File: src/rtl/pswb_consts.svh
// constants for status word and second accumulator block
// assumes inclusion by bare name from rtl files
`ifndef PSWB_CONSTS_SVH
`define PSWB_CONSTS_SVH
`define PSWB_ADDR_PSW     8'hD0
`define PSWB_ADDR_SACC    8'hF0
`define PSWB_RESET_VAL    8'h00
`define PSWB_BIT_CY       3'h7
`define PSWB_BIT_AC       3'h6
`define PSWB_BIT_F0       3'h5
`define PSWB_BIT_RS_HI    3'h4
`define PSWB_BIT_RS_LO    3'h3
`define PSWB_BIT_OV       3'h2
`define PSWB_BIT_F1       3'h1
`define PSWB_BIT_PAR      3'h0
`define PSWB_BANK_SHIFT   3
`endif

File: src/rtl/pswb_pkg.sv
// types for status word and second accumulator block
// assumes nothing beyond the consts header
package pswb_pkg;
	typedef enum logic [2:0] {
		PSWB_OP_NONE,
		PSWB_OP_ADD,
		PSWB_OP_ADD_WITH_CARRY_OP,
		PSWB_OP_SUBTRACT_WITH_BORROW_OP,
		PSWB_OP_MUL,
		PSWB_OP_DIV
	} pswb_op_type;
endpackage : pswb_pkg

File: src/rtl/pswb_top.sv
// status word and second accumulator with the flag update datapath
// assumes the core presents decoded arith ops and special-register accesses,
// one per enabled cycle, with the accumulator value supplied by the core
//
// Function
// RQ1 - second accumulator: eight-bit read/write, bit access, address F0, reset zero
// RQ2 - second accumulator is operand and result for multiply and divide
// RQ3 - status word: bit access, address D0, all pages, reset zero
// RQ4 - carry bit 7 set on add carry-out or subtract borrow, else cleared
// RQ5 - overflow bit 2 set on signed overflow of add, add_with_carry_op, subtract_with_borrow_op
// RQ6 - overflow set when multiply product exceeds 255
// RQ7 - overflow set on divide by zero
// RQ8 - arith ops clear overflow when no overflow condition occurs
// RQ9 - parity bit 0 read-only, odd count of accumulator ones
// RQ10 - user flags bits 5 and 1 are plain software storage
// RQ11 - bank select bits 4:3 give working register base 8 times n
// RQ12 - aux carry bit 6 set on carry out of or borrow into bit 3
`timescale 1ns/1ps
`include "pswb_consts.svh"
module pswb_top (
	// clock and reset
	input  wire logic                 clock_in,
	input  wire logic                 resetn_in,
	input  wire logic                 clk_en_in,
	// arithmetic request
	input  wire pswb_pkg::pswb_op_type op_in,
	input  wire logic           [7:0] acc_in,
	input  wire logic           [7:0] operand_in,
	// special register access, direct address
	input  wire logic           [7:0] sfr_addr_in,
	input  wire logic                 sfr_byte_wr_in,
	input  wire logic                 sfr_bit_wr_in,
	input  wire logic           [2:0] sfr_bit_sel_in,
	input  wire logic                 sfr_bit_val_in,
	input  wire logic           [7:0] sfr_wdata_in,
	input  wire logic                 sfr_rd_in,
	// results to the core
	output logic                [7:0] sfr_rdata_out,
	output logic                [7:0] psw_out,
	output logic                [7:0] sacc_out,
	output logic                [7:0] acc_result_out,
	output logic                [4:0] bank_base_out
);
	// a flag is written by software only when the direct address selects it
	function automatic logic addr_hit(input logic [7:0] a, input logic [7:0] ref_a);
		addr_hit = (a == ref_a);
	endfunction : addr_hit

	logic       hit_psw;
	logic       hit_sacc;
	logic [8:0] add_sum;
	logic [4:0] add_nib;
	logic [8:0] sub_dif;
	logic [4:0] sub_nib;
	logic [15:0] product;
	logic [7:0] quot;
	logic [7:0] remd;
	logic       cin;
	logic       is_add;
	logic       is_sub;
	logic       is_mul;
	logic       is_div;
	logic       arith;
	logic       ov_new;
	logic       cy_new;
	logic       ac_new;
	logic [7:0] psw_hw;
	logic [7:0] psw_q;
	logic [7:0] sacc_q;
	logic [7:0] acc_res;
	logic [7:0] sacc_res;
	logic       acc_par;
	logic [7:0] rdata_d;
	logic [7:0] acc_q;
	logic       psw_sw_wr;

	assign hit_psw  = addr_hit(sfr_addr_in, `PSWB_ADDR_PSW);   // RQ3
	assign hit_sacc = addr_hit(sfr_addr_in, `PSWB_ADDR_SACC);  // RQ1
	// a dropped parity-bit write leaves the arith update in place
	assign psw_sw_wr = hit_psw && (sfr_byte_wr_in ||
		(sfr_bit_wr_in && (sfr_bit_sel_in != `PSWB_BIT_PAR)));

	assign is_add = (op_in == pswb_pkg::PSWB_OP_ADD) || (op_in == pswb_pkg::PSWB_OP_ADD_WITH_CARRY_OP);
	assign is_sub = (op_in == pswb_pkg::PSWB_OP_SUBTRACT_WITH_BORROW_OP);
	assign is_mul = (op_in == pswb_pkg::PSWB_OP_MUL);
	assign is_div = (op_in == pswb_pkg::PSWB_OP_DIV);
	assign arith  = is_add || is_sub || is_mul || is_div;
	assign cin    = (op_in == pswb_pkg::PSWB_OP_ADD) ? 1'b0 : psw_q[`PSWB_BIT_CY];

	assign add_sum = {1'b0, acc_in} + {1'b0, operand_in} + {8'h00, cin};
	assign add_nib = {1'b0, acc_in[3:0]} + {1'b0, operand_in[3:0]} + {4'h0, cin};
	assign sub_dif = {1'b0, acc_in} - {1'b0, operand_in} - {8'h00, cin};
	assign sub_nib = {1'b0, acc_in[3:0]} - {1'b0, operand_in[3:0]} - {4'h0, cin};
	// multiply and divide use the second accumulator as the other operand
	assign product = {8'h00, acc_in} * {8'h00, sacc_q};                 // RQ2
	assign quot    = (sacc_q == 8'h00) ? 8'hFF : acc_in / sacc_q;
	assign remd    = (sacc_q == 8'h00) ? acc_in : acc_in % sacc_q;

	always_comb begin
		ov_new   = 1'b0;                                            // RQ8
		cy_new   = psw_q[`PSWB_BIT_CY];
		ac_new   = psw_q[`PSWB_BIT_AC];
		acc_res  = acc_in;
		sacc_res = sacc_q;
		if (is_add) begin
			acc_res = add_sum[7:0];
			cy_new  = add_sum[8];                                   // RQ4
			ac_new  = add_nib[4];                                   // RQ12
			ov_new  = (acc_in[7] == operand_in[7]) && (add_sum[7] != acc_in[7]); // RQ5
		end else if (is_sub) begin
			acc_res = sub_dif[7:0];
			cy_new  = sub_dif[8];                                   // RQ4
			ac_new  = sub_nib[4];                                   // RQ12
			ov_new  = (acc_in[7] != operand_in[7]) && (sub_dif[7] != acc_in[7]); // RQ5
		end else if (is_mul) begin
			acc_res  = product[7:0];
			sacc_res = product[15:8];                               // RQ2
			cy_new   = 1'b0;
			ov_new   = (product[15:8] != 8'h00);                    // RQ6
		end else if (is_div) begin
			acc_res  = quot;
			sacc_res = remd;                                        // RQ2
			cy_new   = 1'b0;
			ov_new   = (sacc_q == 8'h00);                           // RQ7
		end
	end

	// parity of the accumulator copy, so it lines up with the stored flags
	assign acc_par = ^acc_q;                                            // RQ9

	// user flags and bank select keep their value unless software writes
	assign psw_hw = {cy_new, ac_new, psw_q[5:3], ov_new, psw_q[1], 1'b0}; // RQ10

	pswb_byte_reg u_psw (
		.clock_in     (clock_in),
		.resetn_in    (resetn_in),
		.clk_en_in    (clk_en_in),
		.hw_load_in   (arith),
		.hw_data_in   (psw_hw),
		.byte_wr_in   (sfr_byte_wr_in && hit_psw),
		.byte_data_in ({sfr_wdata_in[7:1], 1'b0}),
		.bit_wr_in    (sfr_bit_wr_in && hit_psw && (sfr_bit_sel_in != `PSWB_BIT_PAR)),
		.bit_sel_in   (sfr_bit_sel_in),
		.bit_val_in   (sfr_bit_val_in),
		.value_out    (psw_q)
	);

	pswb_byte_reg u_sacc (
		.clock_in     (clock_in),
		.resetn_in    (resetn_in),
		.clk_en_in    (clk_en_in),
		.hw_load_in   (is_mul || is_div),
		.hw_data_in   (sacc_res),
		.byte_wr_in   (sfr_byte_wr_in && hit_sacc),                  // RQ1
		.byte_data_in (sfr_wdata_in),
		.bit_wr_in    (sfr_bit_wr_in && hit_sacc),
		.bit_sel_in   (sfr_bit_sel_in),
		.bit_val_in   (sfr_bit_val_in),
		.value_out    (sacc_q)
	);

	assign rdata_d = hit_psw ? {psw_q[7:1], acc_par} : (hit_sacc ? sacc_q : 8'h00);

	always_ff @(posedge clock_in or negedge resetn_in) begin
		if (!resetn_in) begin
			acc_q          <= 8'h00;
			psw_out        <= 8'h00;
			sacc_out       <= 8'h00;
			acc_result_out <= 8'h00;
			bank_base_out  <= 5'h00;
			sfr_rdata_out  <= 8'h00;
		end else if (clk_en_in) begin
			acc_q          <= arith ? acc_res : acc_in;
			psw_out        <= {psw_q[7:1], acc_par};
			sacc_out       <= sacc_q;
			acc_result_out <= acc_q;
			bank_base_out  <= {psw_q[4:3], 3'h0};                   // RQ11
			if (sfr_rd_in) begin
				sfr_rdata_out <= rdata_d;
			end
		end
	end

	a_div_zero_ov: assert property (@(posedge clock_in) disable iff (!resetn_in) // RQ7
		clk_en_in && is_div && sacc_q == 8'h00 && !psw_sw_wr |=> psw_q[`PSWB_BIT_OV])
		else $error("divide by zero left overflow clear");
	a_mul_ov_big: assert property (@(posedge clock_in) disable iff (!resetn_in) // RQ6
		clk_en_in && is_mul && !psw_sw_wr
		|=> psw_q[`PSWB_BIT_OV] == (({8'h00, $past(acc_in)} * {8'h00, $past(sacc_q)}) > 16'h00FF))
		else $error("multiply overflow flag wrong");
	a_add_carry: assert property (@(posedge clock_in) disable iff (!resetn_in) // RQ4
		clk_en_in && is_add && !sfr_byte_wr_in && !sfr_bit_wr_in
		|=> psw_q[`PSWB_BIT_CY] == $past(add_sum[8]))
		else $error("carry after add wrong");
	a_sub_aux: assert property (@(posedge clock_in) disable iff (!resetn_in) // RQ12
		clk_en_in && is_sub && !sfr_byte_wr_in && !sfr_bit_wr_in
		|=> psw_q[`PSWB_BIT_AC] == $past(sub_nib[4]))
		else $error("aux carry after subtract wrong");
	a_add_ov_sign: assert property (@(posedge clock_in) disable iff (!resetn_in) // RQ5
		clk_en_in && is_add && !psw_sw_wr && acc_in == 8'h7F && operand_in == 8'h01
		|=> psw_q[`PSWB_BIT_OV])
		else $error("signed overflow missed");
	a_ov_cleared: assert property (@(posedge clock_in) disable iff (!resetn_in) // RQ8
		clk_en_in && arith && !ov_new && !sfr_byte_wr_in && !sfr_bit_wr_in
		|=> !psw_q[`PSWB_BIT_OV])
		else $error("overflow not cleared");
	a_parity_out: assert property (@(posedge clock_in) disable iff (!resetn_in) // RQ9
		clk_en_in |=> psw_out[0] == ^$past(acc_q))
		else $error("parity output wrong");
	a_bank_base: assert property (@(posedge clock_in) disable iff (!resetn_in) // RQ11
		clk_en_in ##1 clk_en_in |=> bank_base_out == {$past(psw_q[4:3]), 3'h0})
		else $error("bank base wrong");
	a_user_hold: assert property (@(posedge clock_in) disable iff (!resetn_in) // RQ10
		clk_en_in && !(hit_psw && (sfr_byte_wr_in || sfr_bit_wr_in))
		|=> psw_q[5] == $past(psw_q[5]) && psw_q[1] == $past(psw_q[1]))
		else $error("user flag changed by hardware");
	a_sacc_write: assert property (@(posedge clock_in) disable iff (!resetn_in) // RQ1
		clk_en_in && sfr_byte_wr_in && hit_sacc |=> sacc_q == $past(sfr_wdata_in))
		else $error("second accumulator write lost");
endmodule : pswb_top

File: src/rtl/pswb_byte_reg.sv
// one byte register with bit and byte write, registered read data
// assumes writes are single-cycle strobes in the core clock domain
`timescale 1ns/1ps
`include "pswb_consts.svh"
module pswb_byte_reg (
	// clock and reset
	input  wire logic       clock_in,
	input  wire logic       resetn_in,
	input  wire logic       clk_en_in,
	// hardware load (arith result), loses to software write
	input  wire logic       hw_load_in,
	input  wire logic [7:0] hw_data_in,
	// software writes
	input  wire logic       byte_wr_in,
	input  wire logic [7:0] byte_data_in,
	input  wire logic       bit_wr_in,
	input  wire logic [2:0] bit_sel_in,
	input  wire logic       bit_val_in,
	// value
	output logic      [7:0] value_out
);
	logic [7:0] value_d;
	logic [7:0] bit_mask;

	assign bit_mask = 8'h01 << bit_sel_in;

	always_comb begin
		value_d = value_out;
		if (hw_load_in) begin
			value_d = hw_data_in;
		end
		if (byte_wr_in) begin
			value_d = byte_data_in;
		end else if (bit_wr_in) begin
			value_d = bit_val_in ? (value_out | bit_mask) : (value_out & ~bit_mask);
		end
	end

	always_ff @(posedge clock_in or negedge resetn_in) begin
		if (!resetn_in) begin
			value_out <= `PSWB_RESET_VAL;
		end else if (clk_en_in) begin
			value_out <= value_d;
		end
	end
endmodule : pswb_byte_reg

File: config.mk
export PLATFORM = sky130hd
export DESIGN_NAME = pswb_top
export DESIGN_NICKNAME = d
export VERILOG_FILES = /design/src/rtl/pswb_pkg.sv /design/src/rtl/pswb_top.sv /design/src/rtl/pswb_byte_reg.sv
export VERILOG_INCLUDE_DIRS = /design/src /design/src/rtl
export SDC_FILE = /design/constraint.sdc
export NUM_CORES = 1
export LEC_CHECK = 0
export ABC_AREA = 1
export BUFFER_PORTS_ARGS = -buffer_cell sky130_fd_sc_hd__buf_2
export CAP_MARGIN = 20
export CORE_ASPECT_RATIO = 0.75
export CORE_MARGIN = 5
export CORE_UTILIZATION = 50
export DETAILED_ROUTE_END_ITERATION = 10
export GPL_ROUTABILITY_DRIVEN = 1
export HOLD_SLACK_MARGIN = 0.15
export PLACE_DENSITY = 0.75
export SLEW_MARGIN = 40
export SYNTH_ARGS = -nofsm -noshare
export SYNTH_HDL_FRONTEND = slang
export SYNTH_SLANG_ARGS = --single-unit
File: constraint.sdc
create_clock -name clock_in -period 9.9 [get_ports clock_in]
set_input_delay 0 -clock clock_in [delete_from_list [all_inputs] [get_ports clock_in]]
set_output_delay 0 -clock clock_in [all_outputs]
set_load 0.1 [all_outputs]
Word-level counts from Yosys, hierarchy flattened
Index checks and enable logic that the tools add are counted.
{ "op_classes": {"n_addsub": 8, "mul": 1, "div": 2, "magnitude_cmp": 0, "n_eq_ne": 13, "n_shift": 1, "mux": 32, "bitwise_logic": 5, "reduce_logical": 28} }
{ "op_table": {"columns": ["cell", "count"], "rows": [
  ["$mux 8", 21],
  ["$and 8x8->8", 2],
  ["$eq 8x8->1 const B", 2],
  ["$mul 8x8->16", 1],
  ["$or 8x8->8", 2],
  ["$mux 1", 11],
  ["$add 8x8->9", 1],
  ["$add 9x1->9", 1],
  ["$reduce_bool 3->1", 3],
  ["$sub 8x8->9", 1],
  ["$sub 9x1->9", 1],
  ["$div 8x8->8", 1],
  ["$logic_not 8->1", 1],
  ["$mod 8x8->8", 1],
  ["$not 8->8", 1],
  ["$reduce_bool 4->1", 2],
  ["$reduce_bool 8->1", 1],
  ["$reduce_xor 8->1", 1],
  ["$shl 1x3->8 const A", 1],
  ["$logic_and 1x1->1", 7],
  ["$eq 3x2->1 const B", 2],
  ["$eq 3x3->1 const B", 2],
  ["$ne 3x1->1 const B", 2],
  ["$reduce_and 2->1", 3],
  ["12 further kinds", 19]
]} }
{ "totals": {"register_bits": 58, "latchBits": 0, "ram_bits": 0, "rom_bits": 0, "input_bits": 45, "output_inout_bits": 37, "elab_cells": 101, "n_memories": 0} }

Longest topological paths before layout
Gate-level depths: netlist (run 1).
{ "logic_depth": {"depth_word": 10, "depth_mapped": 78, "depth_no_buf": 78} }

Cells and area by module
Synthesis (run 1) repeated with hierarchy kept, for this count alone.
{ "hier_totals": {"cells_unflattened": 1285, "hier_area_um2": 8593.2} }
{ "modules_own_cells": {"columns": ["module", "instances", "cells_per_inst", "area_per_inst_um2", "seq_area_each_um2"], "rows": [
  ["pswb_top", 1, 1069, 7239.4, 1001.0],
  ["pswb_byte_reg", 2, 108, 676.9, 200.2]
]} }

Worst setup path before layout (run 1)
OpenSTA, ideal clock, no wires.
{ "synth_timing": {"path_kind": "register to register", "from": "register (tool-made name)", "to": "register (tool-made name)", "arrival_time_ps": 8875, "required_ps": 9773, "path_slack_ps": 899, "path_stages_with_launch": 75, "synth_period_minus_slack_ps": 9001, "path_cell_list": "dfrtp_1 > inv_1 > ha_1 > nor2_1 > nor2_1 > nand4_1 > nand2_1 > inv_1 > ha_1 > o21ai_0 > nand2_1 > nand2_4 > nand2_1 > o21ai_2 > ha_1 > inv_1 > o21bai_1 > nand2_1 > (+39 left out) > nor2_1 > xor2_1 > nand2_1 > and2_1 > ha_1 > nand2_1 > nor2_1 > nand4_1 > nand3_1 > nand2_1 > inv_2 > nand2_1 > o21ai_1 > nand2_1 > o211ai_1 > a21oi_1 > a21oi_1 > o21ai_1"} }

==> results.cfg, run 1 <==
[floorplanning]
coreArea_um2 = 16100
die-height_um = 121
start_util = 0.511
die_width_um = 158
num_io_pins = 82
fp-row-count = 40
die_area_um2 = 19100

[clock_tree]
clockBufferDepth = 2
h-tree-depth = 2
cts.clk_slew.worst_paths_ns = 0.08
clk_latency_ns = 0.30
root_buffer = clkbuf_16
cts_buffers = 5
clock-sinks = 55
cts_tree = built

[logic_synthesis]
synth.area.top_cells = dfrtp_1 (17%), ha_1 (15%), nand2_1 (14%)
synth_seq_cells = 55
netlist_area_um2 = 8210
synth_warnings = 0
synth_top_area_cell = dfrtp_1
ys_seq_area_frac = 0.168
synth_cells = 1187
synth_most_common_cell = nand2_1
syn-mean-instance-area_um2 = 6.92
synth-async-reset-ratio = 1.00
synth_top_cells_by_count = nand2_1 (299), inv_1 (216), ha_1 (98), o21ai_0 (73)
synth_top_flop_cell = dfrtp_1
synth_edf_count = 0
synth_top_area_share = 0.168
ys_types = 55

[global_route]
grt_pass1_vias = 7677
grt_max_degree = 56
grt_pass1_wl_mm = 39.4
antenna_found_initial = 0
grt_usage = 0.256
gr-total-overflow = 0

[timing]
finalHoldViolCount = 0
period_share = 0.950
whs_ns = 0.171
drv_slew = 0
setup_violations = 0
period_minus_slack_ns = 9.40
finalClockSkew_ns = 0.00926
max-slew-margin-rel = 0.472
tightestPinTransition_ns = 0.790
max_freq_mhz = 106

[setup_path]
worstSetupPathType = register to register
crit_top_cell = nand2_1
setup.worst_path.end_class = register
crit_slowest_cell = dfrtp_1
worstSetupStartpointType = register
cp_max_fo = 9
max_stage_delay_ns = 0.38
cp_num_buf_inv = 11
crit_required_ns = 10.12
crit_family = simple AND/OR/NAND/NOR gates
arrival_ns = 9.63
worstRegToRegCells = 67
rrSetupSlack_ns = 0.50

[route]
wirelength_mm = 25.3
drt_first_pass_iters = 6
routed-via-count = 8202
drc = 0
wl_per_cell_um = 17.0
drtIter0Drc = 761
ant_nets = 0
routed_via_density = 5.52

[cells_and_area]
nets = 1461
instances_no_fill = 1487
fill_cells = 1527
regArea_um2 = 1380
multi_input_area_um2 = 6110
drive_gt1_frac = 0.184
area_growth_syn_to_layout_pct = 16.0
antenna_cells = 0

[min_path]
hold_path_class = input pin to register
min_path_cells = 5
worstHoldStart = sfr_bit_val_in

[place]
dp_cells = 1451
dp_hpwl_mm = 19.4
port-buffer-count = 78
place_congestion = 1.01

[outcome]
status = completed

[job]
drv_cap = 0
metal layers:
layer  up-vias  track usage  routed length (µm)
met5         -            0                   0
met4         0       0.0527                 550
met3        55       0.0588                2480
met2       370        0.377               10800
met1      3818        0.384               11400
li1       3959            -                   -
metrics by stage:
step | cell area [µm²] | setup slack, ns | utilization | TNS [ns]
4_1_cts | 9030 | 0.0224 | 0.562 | 0
2_1_floorplan | 8220 | 0.899 | - | 0
3_3_place_gp | 8790 | 0.269 | 0.547 | 0
6_report | 9520 | 0.495 | 0.593 | 0
5_1_grt | 9520 | -0.255 | 0.593 | -1.26
3_5_place_dp | 8790 | -0.0650 | 0.547 | -0.0932
logic make-up after synthesis:
kind of cell	after synthesis	share of synthesized area
compound gates	221	0.160
xor+xnor	41	0.0437
fa+ha+maj	139	0.249
buf+inv	270	0.128
flops	55	0.168
other cells	1	0.000457
simple gates	460	0.251
worst max-delay path by stage:
| stage | slack (ns) | start | depth (start not counted) | endpoint |
|---|---|---|---|---|
| after CTS | 0.02 | register | 71 | register |
| after global placement | 0.27 | register | 68 | register |
| final | 0.50 | register | 67 | register |
| after detailed placement | -0.07 | register | 71 | register |
| after global routing | -0.25 | register | 73 | register |
| after floorplan | 0.90 | register | 74 | register |
final cells by class:
type	count	share of cell area
repair inverters	1	0.000789
multi-input cells	864	0.641
clock inverters	2	0.00394
well taps	210	0.0276
repair buffers	119	0.0754
flip-flops and latches	55	0.145
clock buffers	5	0.0131
inverters	231	0.0929
layout by cell type, fill, tap and decap left out, drive strengths merged, types with 7 or more instances in the layout:
cell type,count
nand4,9
a31oi,12
o22ai,11
o211ai,11
dfrtp,55
nand3,50
a21boi,7
fa,41
nand2,306
a21oi,57
o21ai,96
buf,111
nor3,16
xor2,25
dlygate4sd3,8
inv,230
nor2,63
ha,98
xnor2,16
worst register-to-register path: cells and delay by family (launching register included):
| kind | cells | cell delay, ns |
|---|---|---|
| and+or+nand+nor | 34 | 3.70 |
| DFF | 1 | 0.38 |
| adders and majority gates | 8 | 2.36 |
| buffers and inverters | 11 | 0.98 |
| AOI/OAI and AO/OA | 14 | 1.86 |
what timing repair did:
item	CTS	global route
resized for setup	2	74
endpoints found under the hold margin	77	0
hold buffers	8	0
pin swaps	0	38
setup buffers	0	20
gates cloned	0	1
setup endpoints to repair	3	9
Power of run 1 is left out: the tool's default activity adds up to more than one toggle a clock period on the data nets, which glitch-free logic cannot reach.
==> run 2: changes to the inputs <==
- CELL_PAD_IN_SITES_DETAIL_PLACEMENT: default -> 1
- CELL_PAD_IN_SITES_GLOBAL_PLACEMENT: default -> 1
- CORE_UTILIZATION: 50 -> 44
- PLACE_DENSITY: 0.75 -> 0.88
==> run 2 against run 1 <==
Count of clock-buffer cells in the layout did not move. Clock skew fell by 0.0023 ns. Sequential share of layout area fell by 0.37 points. Largest cell class unchanged.
==> results.cfg, run 2 (same netlist as run 1, synthesis figures left out) <==
[global_route]
grt_pass1_wl_mm = 45.7
grt_pass1_vias = 8800
grt_max_degree = 56
grt_usage = 0.265
antenna_found_initial = 0
gr-total-overflow = 0

[route]
wirelength_mm = 30.8
ant_nets = 0
wl_per_cell_um = 20.1
routed-via-count = 8536
drc = 0
drt_first_pass_iters = 5
routed_via_density = 5.56
drtIter0Drc = 729

[job]
drv_cap = 0

[setup_path]
crit_slowest_cell = dfrtp_1
setup.worst_path.end_class = register
crit_top_cell = nand2_1
worstRegToRegCells = 67
cp_num_buf_inv = 6
crit_required_ns = 10.08
crit_family = simple AND/OR/NAND/NOR gates
worstSetupPathType = register to register
max_stage_delay_ns = 0.41
worstSetupStartpointType = register
cp_max_fo = 8
arrival_ns = 9.95
path_depth = 67

[cells_and_area]
drive_gt1_frac = 0.199
mostFrequentLayoutCell = nand2_1
multi_input_area_um2 = 6240
area_growth_syn_to_layout_pct = 19.0
instances_no_fill = 1534
final_cell_mix = nand2_1 (287), inv_1 (213), ha_1 (80)
antenna_cells = 0
regArea_um2 = 1380
fill_cells = 2391
nets = 1470

[floorplanning]
fp-row-count = 43
die_area_um2 = 21500
die_width_um = 168
coreArea_um2 = 18400
start_util = 0.446
die-height_um = 128
num_io_pins = 82

[clock_tree]
cts_tree = built
clk_latency_ns = 0.30
clockBufferDepth = 2
cts_buffers = 5
clock-sinks = 55
root_buffer = clkbuf_16
h-tree-depth = 2
cts.clk_slew.worst_paths_ns = 0.08

[timing]
max-slew-margin-rel = 0.462
setup_tns_ns = 0
layout_setup_ws_ns = 0.133
drv_slew = 0
tightestPinTransition_ns = 0.805
max_freq_mhz = 102
period_share = 0.987
finalHoldViolCount = 0
period_minus_slack_ns = 9.77
setup_violations = 0
finalClockSkew_ns = 0.00694

[place]
pre_cts_ws_ns = -0.304
dp_cells = 1486
dp_hpwl_mm = 22.9
place_congestion = 0.932
port-buffer-count = 78

[outcome]
status = completed

[min_path]
hold_path_class = input pin to async pin
run 2: cell count changes in the layout (fill, tap and decap cells not counted), moves of 4 or more:
cell / before / now
ha_4: 10 / 18
o21ai_2: 13 / 9
buf_4: 33 / 42
ha_1: 87 / 80
o21ai_4: 0 / 4
run 2: repair_timing:
action	CTS	global route
resized for setup	11	78
hold buffers	7	0
endpoints found under the hold margin	75	0
setup buffers	8	23
pin swaps	4	36
gates cloned	1	0
setup endpoints to repair	8	9
run 2: path summary, 6_finish.rpt:
kind	slack, ns	end
worst max-delay path	0.13	register
worst min-delay path	0.16	sacc_out[0]$_DFFE_PN0P_
worst max register to register	0.13	register
worst min register to register	0.47	acc_result_out[3]$_DFFE_PN0P_
max in group asynchronous	9.23	async pin
min in group clock_in	0.19	register
run 2: routing by layer:
layer,wire length [µm],vias to the layer above,global-route usage
met1,13000,4201,0.347
met2,14600,271,0.450
met5,0,-,0
met4,1090,0,0.0740
li1,-,3981,-
met3,2190,83,0.0530
run 2: final cells by class:
cell class,count,area share
Timing Repair inverter,1,0.000768
Timing Repair Buffer,128,0.0815
Tap cell,247,0.0316
Sequential cell,55,0.141
Clock buffer,5,0.0128
Multi-Input combinational cell,864,0.639
Clock inverter,3,0.00295
Inverter,231,0.0905
run 2: worst reg2reg max path, delay by kind of cell (launching register included):
kind,cells,cell delay (ns)
compound gates,14,1.72
buf+inv,6,0.49
simple gates,39,4.69
fa+ha+maj,8,2.37
flops,1,0.41
run 2: metrics by stage:
stage                util  hold slack, ns  cell area, µm²
finish              0.531           0.163            9770
detailed placement  0.479           0.184            8820
global placement    0.479           0.183            8820
floorplan               -          -0.296            8220
CTS                 0.497           0.175            9150
global route        0.531           0.193            9770
Power of run 2 is left out for the same reason.
==> run 3: changes to the inputs <==
- clock period: 9.9 -> 8.99 ns (I/O delays scaled with it)
==> run 3 against run 2 <==
Setup slack worse by 1.4 ns. Non-clock buffer count is 103 higher. Critical path depth is 3 higher. Clock skew is 0.011 ns higher. Utilization is 7.9 points higher. Register-to-register slack worse by 1.4 ns. The run now ends with negative setup slack left. Count of clock-buffer cells in the layout is 1 higher.
==> results.cfg, run 3 (same netlist as run 1, synthesis figures left out) <==
[route]
wl_per_cell_um = 28.3
drt_first_pass_iters = 8
drtIter0Drc = 1400
routed-via-count = 10650
routed_via_density = 6.51
ant_nets = 0
wirelength_mm = 46.3
drc = 0

[outcome]
status = finished, violations left
violations = negative setup slack

[clock_tree]
cts_buffers = 5
clockBufferDepth = 2
clock-sinks = 55
h-tree-depth = 2
cts.clk_slew.worst_paths_ns = 0.09
cts_tree = built
clk_latency_ns = 0.32
root_buffer = clkbuf_16

[timing]
drv_slew = 0
period_minus_slack_ns = 10.23
tightestPinTransition_ns = 0.846
setup_violations = 9
finalHoldViolCount = 0
layout_setup_ws_ns = -1.24
rsz0062_at_grt = yes
max-slew-margin-rel = 0.427
finalClockSkew_ns = 0.0176
period_share = 1.14
max_freq_mhz = 97.7

[cells_and_area]
finish.instance_area_um2 = 11200
area_growth_syn_to_layout_pct = 36.7
antenna_cells = 0
final_cell_mix = nand2_1 (246), inv_1 (203), buf_4 (134)
drive_gt1_frac = 0.324
nets = 1573
mostFrequentLayoutCell = nand2_1

[floorplanning]
die_area_um2 = 21500
fp-row-count = 43
die_width_um = 168
die-height_um = 128
coreArea_um2 = 18400
num_io_pins = 82
start_util = 0.446

[setup_path]
path_depth = 70
cp_max_fo = 6
cp_num_buf_inv = 12
arrival_ns = 10.48
crit_family = simple AND/OR/NAND/NOR gates
worstSetupStartpointType = register
crit_top_cell = nand2_2
worstRegToRegCells = 70
crit_slowest_cell = dfrtp_2
max_stage_delay_ns = 0.44
setup.worst_path.end_class = register
worstSetupPathType = register to register
crit_required_ns = 9.24

[place]
post_dp_cell_area_um2 = 9220
port-buffer-count = 78
place_congestion = 0.977
dp_hpwl_mm = 23.6

[global_route]
grt_max_degree = 56
grt_usage = 0.324
grt_pass1_vias = 10196
grt_pass1_wl_mm = 55.3
gr-total-overflow = 0
antenna_found_initial = 1

[job]
drv_cap = 0

[min_path]
hold_path_class = input pin to async pin
run 3: cell count changes in the layout (fill, tap and decap cells not counted), sizes merged:
cell         delta
clkinv          -1
dlygate4sd3     +1
buf           +102
clkbuf          +1
run 3: per-stage QoR:
stage	setup slack [ns]	setup TNS [ns]	utilization	std cells	hold slack (ns)
floorplan	0.102	0	-	1189	-0.296
global placement	-0.230	-0.500	0.501	1540	0.184
detailed placement	-0.775	-5.34	0.501	1540	0.201
CTS	-0.0158	-0.0270	0.550	1598	0.187
global route	-1.30	-11.01	0.610	1637	0.230
finish	-1.24	-10.15	0.610	1637	0.191
run 3: repair_timing:
item	CTS	global route
hold buffers	8	0
hold endpoints to repair	77	0
resized for setup	68	171
pin swaps	52	104
endpoints found under the setup margin	9	9
gates cloned	1	0
buffers inserted	41	38
run 3: worst paths after layout:
kind                                               startpoint                             to  slack [ns]
worst max-delay path                                 register                       register       -1.24
worst min-delay path                                resetn_in        sacc_out[6]$_DFFE_PN0P_        0.19
worst max register to register                       register                       register       -1.24
worst min register to register  acc_result_out[1]$_DFFE_PN0P_  acc_result_out[1]$_DFFE_PN0P_        0.48
max in group asynchronous                           resetn_in                      async pin        8.27
min in group clock_in                         sfr_wdata_in[7]                       register        0.22
run 3: layer usage:
metal / GRT usage / vias to the layer above / part of all wire
met3: 0.0666 / 422 / 0.12
met4: 0.144 / 2 / 0.097
met2: 0.563 / 959 / 0.43
met1: 0.390 / 5078 / 0.35
li1: - / 4189 / -
met5: 0 / - / 0.00015
run 3: final cells by class:
| class | count | area [µm²] |
|---|---|---|
| repair inverters | 1 | 7.51 |
| multi-input cells | 864 | 6870 |
| clock buffers | 6 | 139 |
| inverters | 231 | 898 |
| clock inverters | 2 | 16.3 |
| fillers | 2334 | 7180 |
| well taps | 247 | 309 |
| flip-flops and latches | 55 | 1380 |
| repair buffers | 231 | 1610 |
run 3: worst register-to-register path: cells and delay by family (launching register included):
| family | cells | cell delay, ns |
|---|---|---|
| AND/OR/NAND/NOR | 40 | 4.98 |
| AO/OA/AOI/OAI | 10 | 1.39 |
| adder cells (fa/ha/maj) | 8 | 2.18 |
| buffers and inverters | 12 | 1.19 |
| flip-flops | 1 | 0.44 |
Power of run 3 is left out for the same reason.
